--- src/logic/uwt_params.svh ---
`ifndef UWT_PARAMS_SVH
`define UWT_PARAMS_SVH
// Notes on behaviour
// - Writes to the data register go to the transmit holding register only while it is empty and the transmitter idle.
// - Reads of the data register return the buffered receive byte only.
// - A finished byte is buffered while the shifter takes the next frame.
// - Done flags stay set until software clears them.
// - Interrupt request whenever a done flag is set and interrupts are enabled.
// - Baud timing from 8-bit auto-reload counters; receive counter is hidden.
// - Receive counter runs with the timer and uses the same reload byte.
// - A detected start bit forces a reload of the receive counter.
// - Counter overflows are divided by two to give the bit rate.
// - Timer clock: system clock /4, /12, /48, oscillator /8, or timer pin.
// - Control bit 7 selects 8-bit (clear) or 9-bit (set) frames.
// - 8-bit frame: start, eight data bits LSB first, stop into ninth flag.
// - Writing the data register starts a frame; tx done set at stop start.
// - Frames are received only while the receive enable bit is set.
// - 8-bit accept: rx done clear and, if checking, stop bit is one.
// - On a failed accept buffer, ninth flag and rx done stay unchanged.
// - On overrun the first byte is kept and the later frame is lost.
// - 9-bit frame: start, eight data bits, ninth from control, then stop.
// - 9-bit accept: rx done clear and, if filtering, ninth bit is one.

// ---------------------------------------------------------------------
// Register byte addresses
// ---------------------------------------------------------------------
`define UWT_ADDR_CTRL 5'h00
`define UWT_ADDR_DATA 5'h04
`define UWT_ADDR_CFG 5'h08
`define UWT_ADDR_RELOAD 5'h0c
`define UWT_ADDR_TLOW 5'h10

// ---------------------------------------------------------------------
// Field positions
// ---------------------------------------------------------------------
`define UWT_CTRL_MODE 7
`define UWT_CTRL_UNUSED 6
`define UWT_CTRL_FILT 5
`define UWT_CTRL_REN 4
`define UWT_CTRL_TB9 3
`define UWT_CTRL_RB9 2
`define UWT_CTRL_TXD 1
`define UWT_CTRL_RXD 0
`define UWT_CFG_TEN 0
`define UWT_CFG_SEL_LO 1
`define UWT_CFG_SEL_HI 3
`define UWT_CFG_IEN 4

// ---------------------------------------------------------------------
// Clock selects, divisors and counts
// ---------------------------------------------------------------------
`define UWT_SEL_DIV4 3'h0
`define UWT_SEL_DIV12 3'h1
`define UWT_SEL_DIV48 3'h2
`define UWT_SEL_OSC8 3'h3
`define UWT_SEL_EXT 3'h4
`define UWT_DIV4 6'h04
`define UWT_DIV12 6'h0c
`define UWT_DIV48 6'h30
`define UWT_OSC_LAST 3'h7
`define UWT_BIT_LAST 3'h7
`define UWT_CNT_TOP 8'hff
`define UWT_RESET_BYTE 8'h00
`endif

--- src/logic/uwt_pkg.sv ---
package uwt_pkg;
	typedef enum logic [2:0] {TX_IDLE, TX_START, TX_DATA, TX_NINTH, TX_STOP} uwt_tx_e;
	typedef enum logic [2:0] {RX_IDLE, RX_START, RX_DATA, RX_NINTH, RX_STOP} uwt_rx_e;

	typedef struct packed {
		logic [7:0] count;
		logic phase;
	} uwt_cnt_s;

	typedef struct packed {
		logic [2:0] rx_sync;
		logic rx_line;
		logic [2:0] t1_sync;
		logic t1_line;
		logic [2:0] osc_sync;
		logic osc_line;
		logic [5:0] pre_cnt;
		logic [2:0] osc_cnt;
		logic frame_format_select;
		logic address_filter_enable;
		logic rx_enable_bit;
		logic ninth_tx_bit;
		logic ninth_rx_bit;
		logic tx_done_flag;
		logic rx_done_flag;
		logic tmr_en;
		logic [2:0] clk_sel;
		logic irq_en;
		logic [7:0] baud_reload_byte;
		logic [7:0] rx_buf;
		logic [7:0] rx_sr;
		logic rx_ninth;
		logic [2:0] rx_cnt;
		uwt_rx_e rxs;
		logic [7:0] tx_sr;
		logic [2:0] tx_cnt;
		logic tx_pend;
		uwt_tx_e txs;
		logic tx_line;
		logic irq;
		logic wreq;
		logic [31:0] rdata;
	} uwt_top_s;
endpackage

--- src/logic/uwt_baud_counter.sv ---
`include "uwt_params.svh"
module uwt_baud_counter (
	input wire logic clk,
	input wire logic rstn,
	input wire logic run,
	input wire logic tick,
	input wire logic [7:0] reload,
	input wire logic force_load,
	input wire logic [7:0] force_val,
	output logic [7:0] count,
	output logic ovf,
	output logic bit_tick
);
	uwt_pkg::uwt_cnt_s st;
	uwt_pkg::uwt_cnt_s next_st;

	assign count = st.count;
	assign ovf = run && tick && !force_load && (st.count == `UWT_CNT_TOP);
	// Every second overflow is a bit tick; phase zero first puts it mid-bit after a load.
	assign bit_tick = ovf && !st.phase;

	always_comb begin
		next_st = st;
		if (force_load) begin
			next_st.count = force_val;
			next_st.phase = 1'b0;
		end else if (run && tick) begin
			if (st.count == `UWT_CNT_TOP) begin
				next_st.count = reload;
				next_st.phase = !st.phase;
			end else begin
				next_st.count = st.count + 8'h01;
			end
		end
	end

	always_ff @(posedge clk or negedge rstn) begin
		if (!rstn) begin
			st <= '0;
		end else begin
			st <= next_st;
		end
	end
endmodule

--- src/logic/uwt_top.sv ---
`include "uwt_params.svh"
module uwt_top (
	input wire logic clk,
	input wire logic rstn,
	input wire logic [4:0] avs_address,
	input wire logic avs_read,
	input wire logic avs_write,
	input wire logic [31:0] avs_writedata,
	input wire logic [3:0] avs_byteenable,
	output logic [31:0] avs_readdata,
	output logic avs_waitrequest,
	input wire logic serial_rx_pin,
	output logic serial_tx_pin,
	input wire logic timer_ext_input,
	input wire logic ext_osc_clk,
	output logic irq
);
	uwt_pkg::uwt_top_s st;
	uwt_pkg::uwt_top_s next_st;
	logic [7:0] tlow;
	logic tx_ovf;
	logic tx_tick;
	logic rx_ovf;
	logic rx_tick;
	logic [7:0] rx_count;
	logic tmr_tick;
	logic rx_force;
	logic tlow_wr;
	logic acc_wr;
	logic lane0;
	logic new_rx;
	logic new_t1;
	logic new_osc;
	logic rx_fall;
	logic [5:0] pre_lim;
	logic bit9;
	logic accept;

	assign avs_readdata = st.rdata;
	assign avs_waitrequest = st.wreq;
	assign serial_tx_pin = st.tx_line;
	assign irq = st.irq;

	// ---------------------------------------------------------------------
	// Pin filtering and timer clock selection
	// ---------------------------------------------------------------------
	// A change is only taken once the last two stages agree, which rejects one-cycle glitches.
	assign new_rx = (st.rx_sync[1] == st.rx_sync[2]) ? st.rx_sync[2] : st.rx_line;
	assign new_t1 = (st.t1_sync[1] == st.t1_sync[2]) ? st.t1_sync[2] : st.t1_line;
	assign new_osc = (st.osc_sync[1] == st.osc_sync[2]) ? st.osc_sync[2] : st.osc_line;
	assign rx_fall = st.rx_line && !new_rx;

	always_comb begin
		pre_lim = `UWT_DIV4;
		tmr_tick = 1'b0;
		case (st.clk_sel)
			`UWT_SEL_DIV4: begin
				pre_lim = `UWT_DIV4;
				tmr_tick = (st.pre_cnt >= pre_lim - 6'h01);
			end
			`UWT_SEL_DIV12: begin
				pre_lim = `UWT_DIV12;
				tmr_tick = (st.pre_cnt >= pre_lim - 6'h01);
			end
			`UWT_SEL_DIV48: begin
				pre_lim = `UWT_DIV48;
				tmr_tick = (st.pre_cnt >= pre_lim - 6'h01);
			end
			`UWT_SEL_OSC8: begin
				tmr_tick = new_osc && !st.osc_line && (st.osc_cnt == `UWT_OSC_LAST);
			end
			`UWT_SEL_EXT: begin
				// The timer pin counts on its falling edge.
				tmr_tick = st.t1_line && !new_t1;
			end
			default: begin
				tmr_tick = 1'b0;
			end
		endcase
	end

	// ---------------------------------------------------------------------
	// Baud counters
	// ---------------------------------------------------------------------
	assign lane0 = avs_byteenable[0];
	assign acc_wr = avs_write && !st.wreq && lane0;
	assign tlow_wr = acc_wr && (avs_address == `UWT_ADDR_TLOW);
	// The receive counter only restarts from an idle line so a frame keeps its phase.
	assign rx_force = (st.rxs == uwt_pkg::RX_IDLE) && st.rx_enable_bit && rx_fall;

	uwt_baud_counter u_tx_cnt (
		.clk(clk),
		.rstn(rstn),
		.run(st.tmr_en),
		.tick(tmr_tick),
		.reload(st.baud_reload_byte),
		.force_load(tlow_wr),
		.force_val(avs_writedata[7:0]),
		.count(tlow),
		.ovf(tx_ovf),
		.bit_tick(tx_tick)
	);

	uwt_baud_counter u_rx_cnt (
		.clk(clk),
		.rstn(rstn),
		.run(st.tmr_en),
		.tick(tmr_tick),
		.reload(st.baud_reload_byte),
		.force_load(rx_force),
		.force_val(st.baud_reload_byte),
		.count(rx_count),
		.ovf(rx_ovf),
		.bit_tick(rx_tick)
	);

	assign bit9 = st.frame_format_select ? st.rx_ninth : st.rx_line;
	assign accept = !st.rx_done_flag && (!st.address_filter_enable || bit9);

	// ---------------------------------------------------------------------
	// Next state
	// ---------------------------------------------------------------------
	always_comb begin
		next_st = st;
		next_st.rx_sync = {st.rx_sync[1:0], serial_rx_pin};
		next_st.t1_sync = {st.t1_sync[1:0], timer_ext_input};
		next_st.osc_sync = {st.osc_sync[1:0], ext_osc_clk};
		next_st.rx_line = new_rx;
		next_st.t1_line = new_t1;
		next_st.osc_line = new_osc;
		if (st.pre_cnt >= pre_lim - 6'h01) begin
			next_st.pre_cnt = 6'h00;
		end else begin
			next_st.pre_cnt = st.pre_cnt + 6'h01;
		end
		if (new_osc && !st.osc_line) begin
			next_st.osc_cnt = st.osc_cnt + 3'h1;
		end

		// Bus slave: one wait cycle, then the access completes.
		next_st.wreq = 1'b1;
		if ((avs_read || avs_write) && st.wreq) begin
			next_st.wreq = 1'b0;
			case (avs_address)
				`UWT_ADDR_CTRL: begin
					next_st.rdata = {24'h000000, st.frame_format_select, 1'b1,
						st.address_filter_enable, st.rx_enable_bit, st.ninth_tx_bit,
						st.ninth_rx_bit, st.tx_done_flag, st.rx_done_flag};
				end
				`UWT_ADDR_DATA: begin
					next_st.rdata = {24'h000000, st.rx_buf};
				end
				`UWT_ADDR_CFG: begin
					next_st.rdata = {27'h0000000, st.irq_en, st.clk_sel, st.tmr_en};
				end
				`UWT_ADDR_RELOAD: begin
					next_st.rdata = {24'h000000, st.baud_reload_byte};
				end
				`UWT_ADDR_TLOW: begin
					next_st.rdata = {24'h000000, tlow};
				end
				default: begin
					next_st.rdata = 32'h00000000;
				end
			endcase
		end
		if (acc_wr) begin
			case (avs_address)
				`UWT_ADDR_CTRL: begin
					next_st.frame_format_select = avs_writedata[`UWT_CTRL_MODE];
					next_st.address_filter_enable = avs_writedata[`UWT_CTRL_FILT];
					next_st.rx_enable_bit = avs_writedata[`UWT_CTRL_REN];
					next_st.ninth_tx_bit = avs_writedata[`UWT_CTRL_TB9];
					next_st.ninth_rx_bit = avs_writedata[`UWT_CTRL_RB9];
					next_st.tx_done_flag = avs_writedata[`UWT_CTRL_TXD];
					next_st.rx_done_flag = avs_writedata[`UWT_CTRL_RXD];
				end
				`UWT_ADDR_DATA: begin
					// A write while a frame is under way is dropped; the holder has one slot.
					if (st.txs == uwt_pkg::TX_IDLE && !st.tx_pend) begin
						next_st.tx_sr = avs_writedata[7:0];
						next_st.tx_pend = 1'b1;
					end
				end
				`UWT_ADDR_CFG: begin
					next_st.tmr_en = avs_writedata[`UWT_CFG_TEN];
					next_st.clk_sel = avs_writedata[`UWT_CFG_SEL_HI:`UWT_CFG_SEL_LO];
					next_st.irq_en = avs_writedata[`UWT_CFG_IEN];
				end
				`UWT_ADDR_RELOAD: begin
					next_st.baud_reload_byte = avs_writedata[7:0];
				end
				default: begin
				end
			endcase
		end

		// Transmitter: hardware sets below win over a clearing write above.
		case (st.txs)
			uwt_pkg::TX_IDLE: begin
				next_st.tx_line = 1'b1;
				if (tx_tick && st.tx_pend) begin
					next_st.txs = uwt_pkg::TX_START;
					next_st.tx_line = 1'b0;
					next_st.tx_pend = 1'b0;
				end
			end
			uwt_pkg::TX_START: begin
				if (tx_tick) begin
					next_st.txs = uwt_pkg::TX_DATA;
					next_st.tx_line = st.tx_sr[0];
					next_st.tx_cnt = 3'h0;
				end
			end
			uwt_pkg::TX_DATA: begin
				if (tx_tick) begin
					if (st.tx_cnt == `UWT_BIT_LAST) begin
						if (st.frame_format_select) begin
							next_st.txs = uwt_pkg::TX_NINTH;
							next_st.tx_line = st.ninth_tx_bit;
						end else begin
							next_st.txs = uwt_pkg::TX_STOP;
							next_st.tx_line = 1'b1;
							next_st.tx_done_flag = 1'b1;
						end
					end else begin
						next_st.tx_sr = {1'b0, st.tx_sr[7:1]};
						next_st.tx_line = st.tx_sr[1];
						next_st.tx_cnt = st.tx_cnt + 3'h1;
					end
				end
			end
			uwt_pkg::TX_NINTH: begin
				if (tx_tick) begin
					next_st.txs = uwt_pkg::TX_STOP;
					next_st.tx_line = 1'b1;
					next_st.tx_done_flag = 1'b1;
				end
			end
			uwt_pkg::TX_STOP: begin
				if (tx_tick) begin
					next_st.txs = uwt_pkg::TX_IDLE;
				end
			end
			default: begin
				next_st.txs = uwt_pkg::TX_IDLE;
				next_st.tx_line = 1'b1;
			end
		endcase

		// Receiver: the shifter is apart from the buffer so a new frame can start at once.
		case (st.rxs)
			uwt_pkg::RX_IDLE: begin
				if (rx_force) begin
					next_st.rxs = uwt_pkg::RX_START;
				end
			end
			uwt_pkg::RX_START: begin
				if (rx_tick) begin
					next_st.rxs = st.rx_line ? uwt_pkg::RX_IDLE : uwt_pkg::RX_DATA;
					next_st.rx_cnt = 3'h0;
				end
			end
			uwt_pkg::RX_DATA: begin
				if (rx_tick) begin
					next_st.rx_sr = {st.rx_line, st.rx_sr[7:1]};
					next_st.rx_cnt = st.rx_cnt + 3'h1;
					if (st.rx_cnt == `UWT_BIT_LAST) begin
						next_st.rxs = st.frame_format_select ? uwt_pkg::RX_NINTH : uwt_pkg::RX_STOP;
					end
				end
			end
			uwt_pkg::RX_NINTH: begin
				if (rx_tick) begin
					next_st.rx_ninth = st.rx_line;
					next_st.rxs = uwt_pkg::RX_STOP;
				end
			end
			uwt_pkg::RX_STOP: begin
				if (rx_tick) begin
					next_st.rxs = uwt_pkg::RX_IDLE;
					// A full buffer keeps the first byte and the new frame is dropped.
					if (accept) begin
						next_st.rx_buf = st.rx_sr;
						next_st.ninth_rx_bit = bit9;
						next_st.rx_done_flag = 1'b1;
					end
				end
			end
			default: begin
				next_st.rxs = uwt_pkg::RX_IDLE;
			end
		endcase

		next_st.irq = st.irq_en && (st.tx_done_flag || st.rx_done_flag);
	end

	always_ff @(posedge clk or negedge rstn) begin
		if (!rstn) begin
			st <= '0;
			st.rx_sync <= 3'h7;
			st.rx_line <= 1'b1;
			st.t1_sync <= 3'h7;
			st.t1_line <= 1'b1;
			st.tx_line <= 1'b1;
			st.wreq <= 1'b1;
			st.txs <= uwt_pkg::TX_IDLE;
			st.rxs <= uwt_pkg::RX_IDLE;
		end else begin
			st <= next_st;
		end
	end

	logic ctrl_wr;
	logic data_rd;
	assign ctrl_wr = acc_wr && (avs_address == `UWT_ADDR_CTRL);
	assign data_rd = avs_read && !st.wreq && (avs_address == `UWT_ADDR_DATA);
endmodule

--- config.mk ---
export PLATFORM = sky130hd
export DESIGN_NAME = uwt_top
export DESIGN_NICKNAME = d
export VERILOG_FILES = /design/src/logic/uwt_pkg.sv /design/src/logic/uwt_baud_counter.sv /design/src/logic/uwt_top.sv
export VERILOG_INCLUDE_DIRS = /design/src /design/src/logic
export SDC_FILE = /design/constraint.sdc
export NUM_CORES = 1
export LEC_CHECK = 0
export BUFFER_PORTS_ARGS = -buffer_cell sky130_fd_sc_hd__clkbuf_2
export CAP_MARGIN = 25
export CORE_UTILIZATION = 35
export DETAILED_ROUTE_END_ITERATION = 6
export GPL_TIMING_DRIVEN = 0
export SYNTH_ARGS = -nofsm -noshare
export SYNTH_HDL_FRONTEND = slang
export SYNTH_HIERARCHICAL = 1
export SYNTH_SLANG_ARGS = --single-unit
--- constraint.sdc ---
create_clock -name clk -period 5.3 [get_ports clk]
set_input_delay 0.53 -clock clk [delete_from_list [all_inputs] [get_ports clk]]
set_output_delay 0.53 -clock clk [all_outputs]
set_load 0.05 [all_outputs]
==> results of run 1 <==
[metal layers]
| layer | part of all wire (%) | track usage, % | vias to the layer above |
|---|---|---|---|
| li1 | - | - | 2175 |
| met1 | 48 | 21.9 | 2200 |
| met2 | 46 | 25.2 | 130 |
| met3 | 4.6 | 3.23 | 14 |
| met4 | 1.5 | 5.56 | 0 |
| met5 | 0 | 0 | - |
[per-stage QoR]
step	setup WS, ns	hold slack (ns)	cell area [um^2]	utilization [%]	std cells
4_1_cts	1.06	0.245	6710	40.6	873
3_5_place_dp	1.10	0.340	6440	39.0	857
6_report	1.06	0.228	6710	40.6	873
2_1_floorplan	1.44	0.234	5990	-	606
3_3_place_gp	0.256	0.335	6410	38.8	856
5_1_grt	0.743	0.237	6710	40.6	873
[final timing paths]
path	start	to	slack, ns
min in group clk	serial_rx_pin	next_st[112]	0.26
worst max-delay path	st[83]	st[63]	1.06
worst min-delay path	rstn	st[54]	0.23
worst min register to register	next_st[104]	next_st[105]	0.35
max in group asynchronous	rstn	st[80]	4.39
worst max register to register	st[83]	st[63]	1.06
[final cells by class]
cell class / count / area [um^2] / area share [%]
plain buffers: 67 / 438 / 6.53
multi-input cells: 424 / 2820 / 42.0
inverters: 7 / 26.3 / 0.392
flip-flops and latches: 108 / 2720 / 40.5
clock inverters: 3 / 21.3 / 0.317
clock buffers: 13 / 250 / 3.73
repair buffers: 31 / 166 / 2.48
well taps: 220 / 275 / 4.10
[power breakdown]
group / switching (uW) / total (uW) / leakage [uW] / internal [uW]
Clock: 296 / 629 / 0.000130 / 333
Combinational: 321 / 571 / 0.00162 / 250
Sequential: 134 / 1060 / 0.00141 / 929
[worst max-delay path: stages, from the launching register on]
cell and delay (ns):
dfrtp_1 0.32, clkbuf_1 0.30, or3b_2 0.51, o32ai_1 0.27
a21oi_1 0.10, o41ai_2 0.08, buf_4 0.25, nand2_2 0.14
or2_1 0.31, nor3_1 0.48, nor2b_1 0.45, nand2_1 0.17
nor2_2 0.37, mux2_2 0.39
[placed cells by master (no fill, tap or decap), types with 9 or more instances in the layout]
| cell type | count |
|---|---|
| a21oi_1 | 30 |
| a31oi_1 | 15 |
| buf_4 | 44 |
| clkbuf_1 | 15 |
| clkbuf_16 | 9 |
| clkbuf_2 | 30 |
| conb_1 | 25 |
| dfrtp_1 | 98 |
| dfstp_2 | 10 |
| ha_1 | 13 |
| mux2_2 | 28 |
| mux2i_1 | 17 |
| nand2_1 | 58 |
| nand3_1 | 12 |
| nor2_1 | 42 |
| nor2b_1 | 13 |
| nor3_1 | 10 |
| nor3b_1 | 10 |
| o21ai_0 | 25 |
[state kept, by name (all words and copies together) (netlist names)]
signal	flops
avs_readdata	8
u_rx_cnt/count	8
st	73
u_rx_cnt/st	1
u_tx_cnt/count	8
irq	1
avs_waitrequest	1
serial_tx_pin	1
next_st	6
u_tx_cnt/st	1
==> results_dict.tcl, run 1 <==
set metrics [dict create \
    vias 4519 \
    route.detailed.drc 0 \
    ff2ff_path_depth 13 \
    total_power_uw 2260 \
    fin_worst_skew_ns 0.00779 \
    grt_pass1_vias 4308 \
    place_hpwl_um 9620 \
    antenna_found_initial 0 \
    grt_usage_pct 16.0 \
    cts_buffer_depth 2 \
    viasPerCell 5.18 \
    cts_setup_buffers 0 \
    clkLatencyLatePin_ns 0.35 \
    clk_pin_slew_ns 0.07 \
    grt_max_degree 109 \
    min_period_ns 4.24 \
    netlist_area_um2 5900 \
    cp-start-kind "flop" \
    outcome "finished clean" \
    cts-resized-gates 0 \
    worstMarginPinSlew_ns 0.898 \
    fmax_mhz 236 \
    worstPathRequired_ns 5.54 \
    start_util_pct 35.7 \
    endpoint_kind "flop" \
    cts_tree "yes" \
    setup_tns_ns 0 \
    ir_drop_mv 0.165 \
    htreeDepth 3 \
    coreArea_um2 16500 \
    rows 47 \
    die_w_um 132 \
    synth.avg_cell_area_um2 10.1 \
    fillers 1634 \
    dr.pass1.iters 5 \
    dr.first_iter.drc_count 296 \
    top_level_ports 83 \
    hold_viol_final 0 \
    setup_viol 0 \
    relSlewSlack_pct 40.1 \
    finalNetCount 709 \
    critPathMaxFanout 9 \
    drive_above_1_share_pct 23.9 \
    cts-hold-fix-buffers 0 \
    powerDensity_nw_per_um2 337 \
    numCtsBuffers 9 \
    slew_violations 0 \
    wl_um 13400 \
    dieArea_um2 17400 \
    antenna-diode-count 0 \
    area_growth_pct 13.7 \
    rsz0062_at_grt "no" \
    numPortBuffers 30 \
    grt-ovfl-total 0 \
    wire_per_inst_um 15.3 \
    ys_warn_count 6 \
    finalCritPeriodShare_pct 80.0 \
    die_height_um 132 \
    drv_cap 0 \
    cts_root_buf "clkbuf_16" \
    p_leak_uw 0.00316 \
    place_congestion 0.891 \
    cts_sinks 108 \
    crit_type "reg -> reg" \
    hp-class "in -> async" \
    critical_path_arrival_ns 4.48 \
    grt_pass1_wl_um 22000 \
    ant_nets 0 \
    syn_inst 583 \
]
Note: power is estimated with default switching activity, not from simulation.
==> inputs of run 2 (changes only) <==
Clock period 5.3 ns to 4.3 ns, I/O delays scaled along.
==> run 2 against run 1 <==
  * Total power rose by 23%
  * Largest power group unchanged
  * Critical path depth did not move
  * Sequential share of layout area barely moved
  * Flip-flop and latch count did not move
  * Clock power rose by 23%
  * Clock-buffer cell count did not move
  * Worst setup slack got worse by 0.73 ns
  * Utilization barely moved
==> results_dict.tcl, run 2 (synthesis results as in run 1) <==
set metrics [dict create \
    endpoint_kind "flop" \
    final_common_cell "dfrtp_1" \
    grt_pass1_vias 4308 \
    worstPathRequired_ns 4.54 \
    clkLatencyLatePin_ns 0.35 \
    numPortBuffers 30 \
    crit_type "reg -> reg" \
    ant_nets 0 \
    final_cell_mix "dfrtp_1 (98), nand2_1 (58), buf_4 (44)" \
    cts_root_buf "clkbuf_16" \
    critical_path_arrival_ns 4.22 \
    slew_violations 0 \
    crit_slowest_cell "or3b_2" \
    cts-hold-fix-buffers 0 \
    area_growth_pct 13.8 \
    drv_cap 0 \
    seqCellArea_um2 2720 \
    fillers 1632 \
    grt-ovfl-total 0 \
    postPlaceCellArea_um2 6440 \
    vias 4549 \
    fin_worst_skew_ns 0.00781 \
    dr.first_iter.drc_count 280 \
    fin_area_um2 6720 \
    top_level_ports 83 \
    dr.pass1.iters 5 \
    grt_pass1_wl_um 22000 \
    route.detailed.drc 0 \
    cts_sinks 108 \
    path_cells "clkbuf_1 -> or3b_2 -> o32ai_1 -> a21oi_1 -> o41ai_2 -> buf_4 -> nand2_2 -> or2_1 -> nor3_2 -> nor2b_2 -> nand2_1 -> nor2_2 -> mux2_2" \
    die_w_um 132 \
    start_util_pct 35.7 \
    antenna_found_initial 0 \
    htreeDepth 3 \
    setup_viol 0 \
    multi_input_area_um2 2830 \
    largest_reg_flops 73 \
    rows 47 \
    finalNetCount 709 \
    relSlewSlack_pct 39.8 \
    slowest_delay_ns 0.51 \
    grt_usage_pct 16.0 \
    viasPerCell 5.21 \
    final_util_pct 40.7 \
    hp-class "in -> async" \
    worstMarginPinSlew_ns 0.903 \
    cts_tree "yes" \
    cts_buffer_depth 2 \
    coreArea_um2 16500 \
    place_hpwl_um 9620 \
    rsz0062_at_grt "no" \
    antenna-diode-count 0 \
    critPathMaxFanout 9 \
    die_height_um 132 \
    ir_drop_mv 0.204 \
    regMostFlops "st" \
    finalCritPeriodShare_pct 92.4 \
    wire_per_inst_um 15.3 \
    wl_um 13400 \
    place_congestion 0.891 \
    outcome "finished clean" \
    p_leak_uw 0.00316 \
    drive_above_1_share_pct 24.2 \
    min_period_ns 3.97 \
    grt_max_degree 109 \
    cp-start-kind "flop" \
    dieArea_um2 17400 \
    numCtsBuffers 9 \
    clk_pin_slew_ns 0.07 \
    hold_viol_final 0 \
    fmax_mhz 252 \
    powerDensity_nw_per_um2 415 \
]
## run 2: metrics by stage
step | instances | setup TNS (ns) | hold WS (ns) | power (uW) | setup WS, ns
CTS | 873 | 0 | 0.145 | 2810 | 0.0597
global placement | 856 | -16.24 | 0.335 | 1980 | -0.744
finish | 873 | 0 | 0.125 | 2790 | 0.326
detailed placement | 857 | 0 | 0.340 | 2020 | 0.0987
global route | 873 | 0 | 0.137 | 2960 | 0.0415
floorplan | 606 | 0 | 0.134 | 1820 | 0.443
## run 2: timing repair
action	CTS	global route
endpoints found under the setup margin	0	8
endpoints found under the hold margin	0	0
setup buffers	0	0
gates resized for setup	0	2
## run 2: report_power, final
| group | switching, uW | total [uW] | internal, uW |
|---|---|---|---|
| clock | 364 | 775 | 411 |
| sequential | 165 | 1310 | 1140 |
| combinational | 395 | 703 | 308 |
## run 2: path summary, 6_finish.rpt
kind	from	endpoint	slack, ns	cells after the start
worst max-delay path	st[83]	st[63]	0.33	13
worst min-delay path	rstn	st[54]	0.13	1
worst max register to register	st[83]	st[63]	0.33	13
worst min register to register	next_st[104]	next_st[105]	0.35	0
max in group asynchronous	rstn	st[80]	3.48	1
min in group clk	serial_rx_pin	next_st[112]	0.16	1
## run 2: critical path, delay by kind of cell (launching register included)
kind | cells | cell delay (ns)
and+or+nand+nor | 7 | 2.15
buffers and inverters | 2 | 0.55
AOI/OAI and AO/OA | 3 | 0.45
muxes | 1 | 0.39
DFF | 1 | 0.32
## run 2: cell type report
cell class                      count  share of cell area (%)
Inverter                            7                   0.391
Clock inverter                      3                   0.317
Buffer                             67                    6.52
Multi-Input combinational cell    424                    42.1
Sequential cell                   108                    40.4
Clock buffer                       13                    3.73
Timing Repair Buffer               31                    2.48
Tap cell                          220                    4.10
## run 2: layer usage
| metal | GRT usage (%) | part of all wire [%] |
|---|---|---|
| met1 | 21.9 | 48 |
| met3 | 3.23 | 4.6 |
| met2 | 25.2 | 46 |
| met4 | 5.56 | 1.7 |
| met5 | 0 | 0 |
